**src/macreg_params.svh**
```systemverilog
`ifndef MACREG_PARAMS_SVH
`define MACREG_PARAMS_SVH
`define MACREG_ADDR_W 8
`define MACREG_OFF_EXT5 8'h0a
`define MACREG_OFF_EXT6 8'h0b
`define MACREG_OFF_EXT7 8'h0c
`define MACREG_OFF_RXCTL 8'h0d
`define MACREG_OFF_ORDER 8'h10
`define MACREG_OFF_CSMA 8'h11
`define MACREG_OFF_ACK 8'h12
`define MACREG_OFF_SLOT 8'h13
`define MACREG_OFF_SWITCH 8'h21
`define MACREG_RST_EXT 8'h00
`define MACREG_RST_RXCTL 8'h00
`define MACREG_RST_ORDER 8'hff
`define MACREG_RST_CSMA 8'h1c
`define MACREG_RST_ACK 8'h39
`define MACREG_RST_SLOT 8'h00
`define MACREG_RST_SWITCH 8'h00
`define MACREG_RXCTL_WMASK 8'h6e
`define MACREG_BIT_WAKE_POL 6
`define MACREG_BIT_WAKE_EN 5
`define MACREG_BIT_CMD_ONLY 3
`define MACREG_BIT_DATA_ONLY 2
`define MACREG_BIT_BCN_ONLY 1
`define MACREG_BIT_PTR_RST 0
`define MACREG_BIT_NO_CS 7
`define MACREG_BIT_BLE 6
`define MACREG_BIT_SLOTTED 5
`define MACREG_BIT_PEND_ACK 7
`define MACREG_BIT_SLOT_SWITCH 1
`define MACREG_ORDER_NONE 4'hf
`define MACREG_BF_MAX 3'h5
`endif

```
**src/macreg_pkg.sv**
```systemverilog
package macreg_pkg;
    typedef logic [7:0] macreg_byte_t;
    typedef enum logic [2:0] {
        MACREG_FT_BEACON,
        MACREG_FT_DATA,
        MACREG_FT_ACK,
        MACREG_FT_CMD,
        MACREG_FT_OTHER
    } macreg_ftype_e;
    typedef struct packed {
        macreg_byte_t ext5;
        macreg_byte_t ext6;
        macreg_byte_t ext7;
        macreg_byte_t rxctl;
        macreg_byte_t order;
        macreg_byte_t csma;
        macreg_byte_t ack;
        macreg_byte_t slot;
        macreg_byte_t sw;
        macreg_byte_t rdata;
        logic ptr_rst;
        logic frame_accept;
        logic wake_out;
        logic wake_oe_b;
        logic wake_in_s1;
        logic wake_in_s2;
        logic wake_evt;
        logic beacon_en;
        logic active_en;
        logic csma_bypass;
        logic ca_en;
        logic [2:0] max_backoff;
        logic bf_valid;
        logic pend_bit;
    } macreg_state_s;
endpackage

```
**src/macreg_top.sv**
```systemverilog
// Operation
// RL1: extended address high bytes, writable, reset zero
// RL2: wake polarity bit six, default active low
// RL3: wake pin enable bit five, default off
// RL4: command-only filter accepts only command frames
// RL5: data-only filter accepts only data frames
// RL6: beacon-only filter accepts only beacon frames
// RL7: flush bit resets rx pointer, self-clears
// RL8: beacon order, fifteen means no beacon
// RL9: superframe order, fifteen means no active portion
// RL10: software keeps superframe order within beacon order
// RL11: no-carrier-sense skips CSMA when slot switch set and slotted bit five clear
// RL12: battery life extension enable bit six
// RL13: slotted CSMA enable bit five
// RL14: min backoff exponent reset three, zero disables
// RL15: max backoff count, reset four, five max
// RL16: pending-data ack sets frame pending bit
// RL17: ack wait symbols, reset 0x39
// RL18: first guaranteed slot end, upper nibble
// RL19: contention period end, lower nibble
// RL20: software writes reserved bits as zero
// RL21: flush bit always reads back zero
`timescale 1ns/1ps
`include "macreg_params.svh"
module macreg_top
    import macreg_pkg::*;
(
    input wire logic sys_clk_i, // 10 MHz
    input wire logic rst_b_i, // sync reset, active low
    input wire logic [7:0] addr_i, // register address
    input wire logic [7:0] wdata_i, // write data
    input wire logic wr_i, // write strobe
    input wire logic rd_i, // read strobe
    output logic [7:0] rdata_o, // read data, cycle after rd_i
    input wire logic [2:0] rx_ftype_i, // received frame type
    input wire logic wake_pin_i, // wake pin level in
    input wire logic wake_req_i, // internal wake request
    output logic wake_pin_o, // wake pin level out
    output logic wake_pin_oe_b_o, // low while driving
    output logic wake_evt_o, // wake seen on pin, polarity applied
    output logic frame_accept_o, // current frame passes filter
    output logic rx_ptr_rst_o, // one-cycle receive pointer reset
    output logic [63:40] ext_addr_hi_o, // extended address top bytes
    output logic beacon_en_o, // beacons transmitted
    output logic active_en_o, // active portion follows beacon
    output logic [3:0] beacon_order_o, // beacon order
    output logic [3:0] superframe_order_o, // superframe order
    output logic csma_bypass_o, // skip CSMA-CA this transmit
    output logic ble_en_o, // battery life extension
    output logic slotted_o, // slotted CSMA-CA
    output logic ca_en_o, // collision avoidance active
    output logic [1:0] min_be_o, // min backoff exponent
    output logic [2:0] max_backoff_o, // max backoffs, clamped
    output logic backoff_valid_o, // programmed count is defined
    output logic pend_bit_o, // frame pending bit for data request ack
    output logic [6:0] ack_wait_o, // ack wait symbols
    output logic [3:0] first_slot_end_o, // first guaranteed slot end
    output logic [3:0] contention_period_end_o // contention period end
);
    macreg_state_s q;
    macreg_state_s next_q;
    logic [2:0] bf;
    logic wake_lvl;

    always_comb begin
        next_q = q;
        bf = 3'h0;
        wake_lvl = 1'b0;
        next_q.ptr_rst = 1'b0;
        next_q.rdata = 8'h00;
        if (wr_i) begin
            case (addr_i)
                `MACREG_OFF_EXT5: next_q.ext5 = wdata_i; // [RL1]
                `MACREG_OFF_EXT6: next_q.ext6 = wdata_i; // [RL1]
                `MACREG_OFF_EXT7: next_q.ext7 = wdata_i; // [RL1]
                `MACREG_OFF_RXCTL: begin
                    // reserved bits dropped so they read zero
                    next_q.rxctl = wdata_i & `MACREG_RXCTL_WMASK; // [RL2] [RL3] [RL20]
                    next_q.ptr_rst = wdata_i[`MACREG_BIT_PTR_RST]; // [RL7]
                end
                `MACREG_OFF_ORDER: next_q.order = wdata_i; // [RL8] [RL9]
                `MACREG_OFF_CSMA: next_q.csma = wdata_i; // [RL12] [RL13]
                `MACREG_OFF_ACK: next_q.ack = wdata_i; // [RL16] [RL17]
                `MACREG_OFF_SLOT: next_q.slot = wdata_i; // [RL18] [RL19]
                `MACREG_OFF_SWITCH: begin
                    next_q.sw = wdata_i & (8'h01 << `MACREG_BIT_SLOT_SWITCH);
                end
                default: begin
                end
            endcase
        end
        if (rd_i) begin
            case (addr_i)
                `MACREG_OFF_EXT5: next_q.rdata = q.ext5;
                `MACREG_OFF_EXT6: next_q.rdata = q.ext6;
                `MACREG_OFF_EXT7: next_q.rdata = q.ext7;
                `MACREG_OFF_RXCTL: next_q.rdata = q.rxctl; // [RL21]
                `MACREG_OFF_ORDER: next_q.rdata = q.order;
                `MACREG_OFF_CSMA: next_q.rdata = q.csma;
                `MACREG_OFF_ACK: next_q.rdata = q.ack;
                `MACREG_OFF_SLOT: next_q.rdata = q.slot;
                `MACREG_OFF_SWITCH: next_q.rdata = q.sw;
                default: next_q.rdata = 8'h00;
            endcase
        end
        // filters combine: any set filter must match
        next_q.frame_accept = 1'b1;
        if (q.rxctl[`MACREG_BIT_CMD_ONLY] && rx_ftype_i != MACREG_FT_CMD) begin
            next_q.frame_accept = 1'b0; // [RL4]
        end
        if (q.rxctl[`MACREG_BIT_DATA_ONLY] && rx_ftype_i != MACREG_FT_DATA) begin
            next_q.frame_accept = 1'b0; // [RL5]
        end
        if (q.rxctl[`MACREG_BIT_BCN_ONLY] && rx_ftype_i != MACREG_FT_BEACON) begin
            next_q.frame_accept = 1'b0; // [RL6]
        end
        // polarity: drive the active level on request, idle otherwise
        wake_lvl = q.rxctl[`MACREG_BIT_WAKE_POL] ? wake_req_i : ~wake_req_i; // [RL2]
        next_q.wake_out = wake_lvl;
        next_q.wake_oe_b = ~q.rxctl[`MACREG_BIT_WAKE_EN]; // [RL3]
        next_q.wake_in_s1 = wake_pin_i;
        next_q.wake_in_s2 = q.wake_in_s1;
        next_q.wake_evt = q.rxctl[`MACREG_BIT_WAKE_EN] &
            (q.rxctl[`MACREG_BIT_WAKE_POL] ? q.wake_in_s2 : ~q.wake_in_s2); // [RL2] [RL3]
        next_q.beacon_en = (q.order[7:4] != `MACREG_ORDER_NONE); // [RL8]
        // superframe order ignored when no beacon
        next_q.active_en = next_q.beacon_en && (q.order[3:0] != `MACREG_ORDER_NONE); // [RL9] [RL10]
        next_q.csma_bypass = q.csma[`MACREG_BIT_NO_CS] & ~q.csma[`MACREG_BIT_SLOTTED]
            & q.sw[`MACREG_BIT_SLOT_SWITCH]; // [RL11]
        next_q.ca_en = (q.csma[4:3] != 2'h0); // [RL14]
        bf = q.csma[2:0];
        // undefined codes clamp to the largest defined count
        next_q.bf_valid = (bf <= `MACREG_BF_MAX); // [RL15]
        next_q.max_backoff = next_q.bf_valid ? bf : `MACREG_BF_MAX; // [RL15]
        next_q.pend_bit = q.ack[`MACREG_BIT_PEND_ACK]; // [RL16]
        if (!rst_b_i) begin
            next_q = '0;
            next_q.ext5 = `MACREG_RST_EXT;
            next_q.ext6 = `MACREG_RST_EXT;
            next_q.ext7 = `MACREG_RST_EXT;
            next_q.rxctl = `MACREG_RST_RXCTL;
            next_q.order = `MACREG_RST_ORDER;
            next_q.csma = `MACREG_RST_CSMA; // [RL14] [RL15]
            next_q.ack = `MACREG_RST_ACK; // [RL17]
            next_q.slot = `MACREG_RST_SLOT;
            next_q.sw = `MACREG_RST_SWITCH;
            next_q.frame_accept = 1'b1;
            next_q.wake_out = 1'b1;
            next_q.wake_oe_b = 1'b1;
            next_q.ca_en = 1'b1;
            next_q.max_backoff = 3'h4;
            next_q.bf_valid = 1'b1;
        end
    end

    always_ff @(posedge sys_clk_i) begin
        q <= next_q;
    end

    assign rdata_o = q.rdata;
    assign wake_pin_o = q.wake_out;
    assign wake_pin_oe_b_o = q.wake_oe_b;
    assign wake_evt_o = q.wake_evt;
    assign frame_accept_o = q.frame_accept;
    assign rx_ptr_rst_o = q.ptr_rst;
    assign ext_addr_hi_o = {q.ext7, q.ext6, q.ext5};
    assign beacon_en_o = q.beacon_en;
    assign active_en_o = q.active_en;
    assign beacon_order_o = q.order[7:4];
    assign superframe_order_o = q.order[3:0];
    assign csma_bypass_o = q.csma_bypass;
    assign ble_en_o = q.csma[`MACREG_BIT_BLE];
    assign slotted_o = q.csma[`MACREG_BIT_SLOTTED];
    assign ca_en_o = q.ca_en;
    assign min_be_o = q.csma[4:3];
    assign max_backoff_o = q.max_backoff;
    assign backoff_valid_o = q.bf_valid;
    assign pend_bit_o = q.pend_bit;
    assign ack_wait_o = q.ack[6:0];
    assign first_slot_end_o = q.slot[7:4];
    assign contention_period_end_o = q.slot[3:0];
endmodule

```
**config.mk**
```make
export PLATFORM = sky130hd
export DESIGN_NAME = macreg_top
export DESIGN_NICKNAME = d
export VERILOG_FILES = /design/src/macreg_pkg.sv /design/src/macreg_top.sv
export VERILOG_INCLUDE_DIRS = /design/src /design/src/src
export SDC_FILE = /design/constraint.sdc
export NUM_CORES = 1
export LEC_CHECK = 0
export BUFFER_PORTS_ARGS = -buffer_cell sky130_fd_sc_hd__buf_2
export CAP_MARGIN = 5
export CORE_AREA = 8 8 109 111
export CTS_BUF_LIST = sky130_fd_sc_hd__clkbuf_16
export CTS_CLUSTER_DIAMETER = 200
export DETAILED_ROUTE_END_ITERATION = 10
export DIE_AREA = 0 0 117 119
export PLACE_DENSITY_LB_ADDON = 0.3
export SYNTH_ARGS = -nofsm -noshare
export SYNTH_HDL_FRONTEND = slang
export SYNTH_SLANG_ARGS = --single-unit
```
**constraint.sdc**
```tcl
create_clock -name sys_clk_i -period 1.7 [get_ports sys_clk_i]
set_input_delay 0.17 -clock sys_clk_i [delete_from_list [all_inputs] [get_ports sys_clk_i]]
set_output_delay 0.17 -clock sys_clk_i [all_outputs]
set_load 0.01 [all_outputs]
```
After elaboration in Yosys (flattened, before gate mapping)
Index checks and enable logic that the tools add are counted.
Word-level totals
  flip-flop bits (word level): 86
Operators by class
  eq/ne operators: 13
  mux-type cells: 7
  reductions and logical operators: 18
  bitwise gates (word level): 7
  magnitude comparators: 1
Operators with widths (number)
  8-bit case mux with 9 select lines: 1
  8-bit by 4-bit == test with 1-bit output (second input constant): 4
  8-bit by 5-bit == test with 1-bit output (second input constant): 4
  2-bit AND reduction: 11
  8-bit by 6-bit == test with 1-bit output (second input constant): 1
  4-bit != test (second input constant): 2
  1-bit two-way mux: 6
  1-bit logical AND: 4
  1-bit NOT: 4
  1-bit bitwise AND: 3
  3-bit <= comparator (second input constant): 1
  3-bit by 1-bit != test with 1-bit output (second input constant): 1
  3-bit by 2-bit != test with 1-bit output (second input constant): 1
  3-bit AND reduction: 1
  3-bit nonzero test: 1
  2-bit nonzero test: 1

Logic depth before layout (Yosys ltp)
  depth after elaboration: 5
  gate-level depth with buffers: 6
  depth with buffers taken out: 4

Worst setup path after synthesis
Ideal clock, no wire load.
  path type: input to register
  start: input addr_i[7]
  end: register q, in the netlist beacon_order_o[0]
  slack: 364 ps
  stages: 4
  arrival time: 1206 ps
  data required time: 1571 ps
  cell sequence: nor4_4 nand4_2 mux2i_1 nand2_1
On the way
  cells in the longest elaborated chain, start to end: 2
RTL lines
  start: declaration: line macreg_top.sv:30  | input wire logic [7:0] addr_i,
  8-bit by 5-bit == test with 1-bit output: line macreg_top.sv:72  | case (addr_i)
  2-bit AND reduction (no source line)
  end signal: assignment: line macreg_top.sv:157  | q <= next_q;
  end: declaration: line macreg_top.sv:60  | macreg_state_s q;
Every way passes these cells.
A chain may end at the register's enable or synchronous reset.

Final worst setup path
  start: input addr_i[0]
  end: register q[67] in the netlist's numbering
On the way
  cells in the longest elaborated chain, start to end: 2
RTL lines (line)
  8-bit by 4-bit == test with 1-bit output: macreg_top.sv:72
  2-bit AND reduction (no source line)
Every way passes these cells.

==> impl_metrics.ini <==
[yosys]
synth_fp_nets = 442
synth_area_leaders = dfxtp_1 (42%), mux2i_1 (13%), buf_4 (11%)
syn-cell-area_mm2 = 0.00406
postSynthCellCount = 417
async_reset_ff_share_pct = 0
synth-seq-cells = 86
synth_edf_count = 0
synth_ff_type = dfxtp_1
yosysSeqAreaShare_pct = 42.5
yosysTopAreaCell = dfxtp_1
synth_top_area_share_pct = 42.5
ys_warn_count = 0
avgSynthCellArea_um2 = 9.72
synth_cell_types = 45

[sta]
slew_violations = 0
tns_ps = 0
max_freq_ghz = 0.771
maxSlewHeadroom_pct = 67.3
setup_viol = 0
hold_viol = 0
tightest_slew_ps = 490
finalCriticalPeriod_ps = 1300
clock_skew_ps = 3.16
period_share_pct = 76.3
hold_ws_ps = 47.1
grt_setup_unrepaired = false

[cts]
h-tree-depth = 3
cts_buffers = 9
cts_root_buffer = clkbuf_16
cts_setup_buffers = 0
clk_latency_ps = 330
cts.sinks = 86
clkTransAtPathRegs_ps = 60
clockBufferDepth = 2
holdBufCountCts = 0
cts_tree = yes
cts_resized = 0

[floorplan]
rows = 37
die_area_mm2 = 0.0139
initial_core_util_pct = 40.2
die_x_um = 117
coreArea_mm2 = 0.0101
pin_count = 98
die_h_um = 119

[power_and_ir_drop]
p_total_mw = 4.10
powerDensity_mw_per_mm2 = 890
leakage_nw = 2.28
ir_worst_vdd_v = 0.000441

[worst_setup_path]
critPathMaxStageDelay_ps = 390
crit_chain = buf_2 > buf_4 > and3b_1 > nand4b_1 > buf_4 > mux2i_1 > nor2_1
timing.critical_path.slowest_stage_cell = buf_2
worst-path-buf-inv = 3
critical-path-top-delay-family = buffers and inverters
setup.worst_path.class = primary input to flip-flop
start_kind = primary input
crit_path_frequent_cell = buf_4
critPathCaptureType = flip-flop
worstPathArrival_ps = 1500
crit_required_ps = 1900
crit_path_max_fanout = 18

[status]
status = finished clean

[global_route]
grt_pass1_wl_um = 17600
gr-usage-all-layers_pct = 16.3
antenna_found_initial = 0
grt_pass1_vias = 3098
grt_overflow_total = 0
grt_max_degree = 42

[detailed_routing]
antenna_left = 0
vias_per_cell = 5.17
drc = 0
wire_per_inst_um = 18.4
via_count = 3103
drt_wl_total_um = 11000
dr.pass1.iters = 4
first_iter_violations = 191

[placed_design]
place.gp.congestion = 0.835
dpl.hpwl_um = 8320
io_buffers = 97

[layout]
drive_above_1_share_pct = 32.1
final_common_cell = buf_2
num_antenna_cells = 0
layout_common_cells = buf_2 (97), dfxtp_1 (86), mux2i_1 (53)
fin_nets = 487
syn2layout_area_growth_pct = 13.5

[flow_run]
drv_cap = 0

[worst_hold_path]
hold_path.class = primary input to flip-flop
-- synth_stat cells (3+ instances only) --
library cell	n
nand2_1	33
a22o_1	3
a21oi_1	11
nand3_1	9
nand4b_1	4
mux2i_1	53
o21ai_0	13
nand4_2	4
nor2b_1	6
a22oi_1	6
nor2_1	45
and2_1	9
mux4_2	8
dfxtp_1	86
clkbuf_1	15
buf_4	60
nand3b_1	6
buf_2	8
-- cell type report --
type | count | area [µm²]
tap | 136 | 170
clock buffer | 9 | 225
sequential | 86 | 1720
inverter | 3 | 11.3
timing repair buffer | 119 | 663
clock inverter | 4 | 42.5
fill | 1003 | 5490
multi-input combinational | 243 | 1770
-- power breakdown --
group	switching, mW	internal, mW
combinational	0.147	0.0875
sequential	0.00278	2.02
clock	0.738	1.10
total	0.888	3.21
-- per-layer routing --
layer / GRT usage, % / share of wire (%)
met2: 26.2 / 48
met1: 20.6 / 41
met5: 0 / 0
met4: 5.20 / 1.3
met3: 4.50 / 9.0
-- per-stage QoR --
stage | instance area, µm² | utilization, % | worst slack [ps] | cells
2_1_floorplan | 4060 | - | 364 | 417
3_3_place_gp | 4330 | 42.9 | 91.8 | 587
3_5_place_dp | 4330 | 42.9 | 31.8 | 587
4_1_cts | 4600 | 45.6 | 373 | 600
5_1_grt | 4600 | 45.6 | 271 | 600
6_report | 4600 | 45.6 | 402 | 600
-- worst paths after layout --
kind / to / from / slack [ps] / cells after the start
min reg2reg: q[10] / q[11] / 440 / 1
min: q[11] / wake_pin_i / 50 / 2
max reg2reg: rdata_o[1] / superframe_order_o[1] / 470 / 3
max: q[67] / addr_i[0] / 400 / 7
-- sequential cells by signal, indices dropped and copies added (netlist names), 2 cells and up --
register                 count
first_slot_end_o             4
ext_addr_hi_o               24
contention_period_end_o      4
beacon_order_o               4
min_be_o                     2
max_backoff_o                3
bf                           3
q                           10
rdata_o                      8
ack_wait_o                   7
superframe_order_o           4
-- kinds of logic (layout without fill, tap and decap cells) --
kind of cell	count (synthesis)	after routing	synth area share [%]
simple gates	135	135	18.0
buf+inv	88	135	13.9
flops	86	86	42.5
mux	61	61	17.5
compound gates	44	44	7.41
xor+xnor	3	3	0.648
Note: power is estimated with default switching activity, not from simulation.
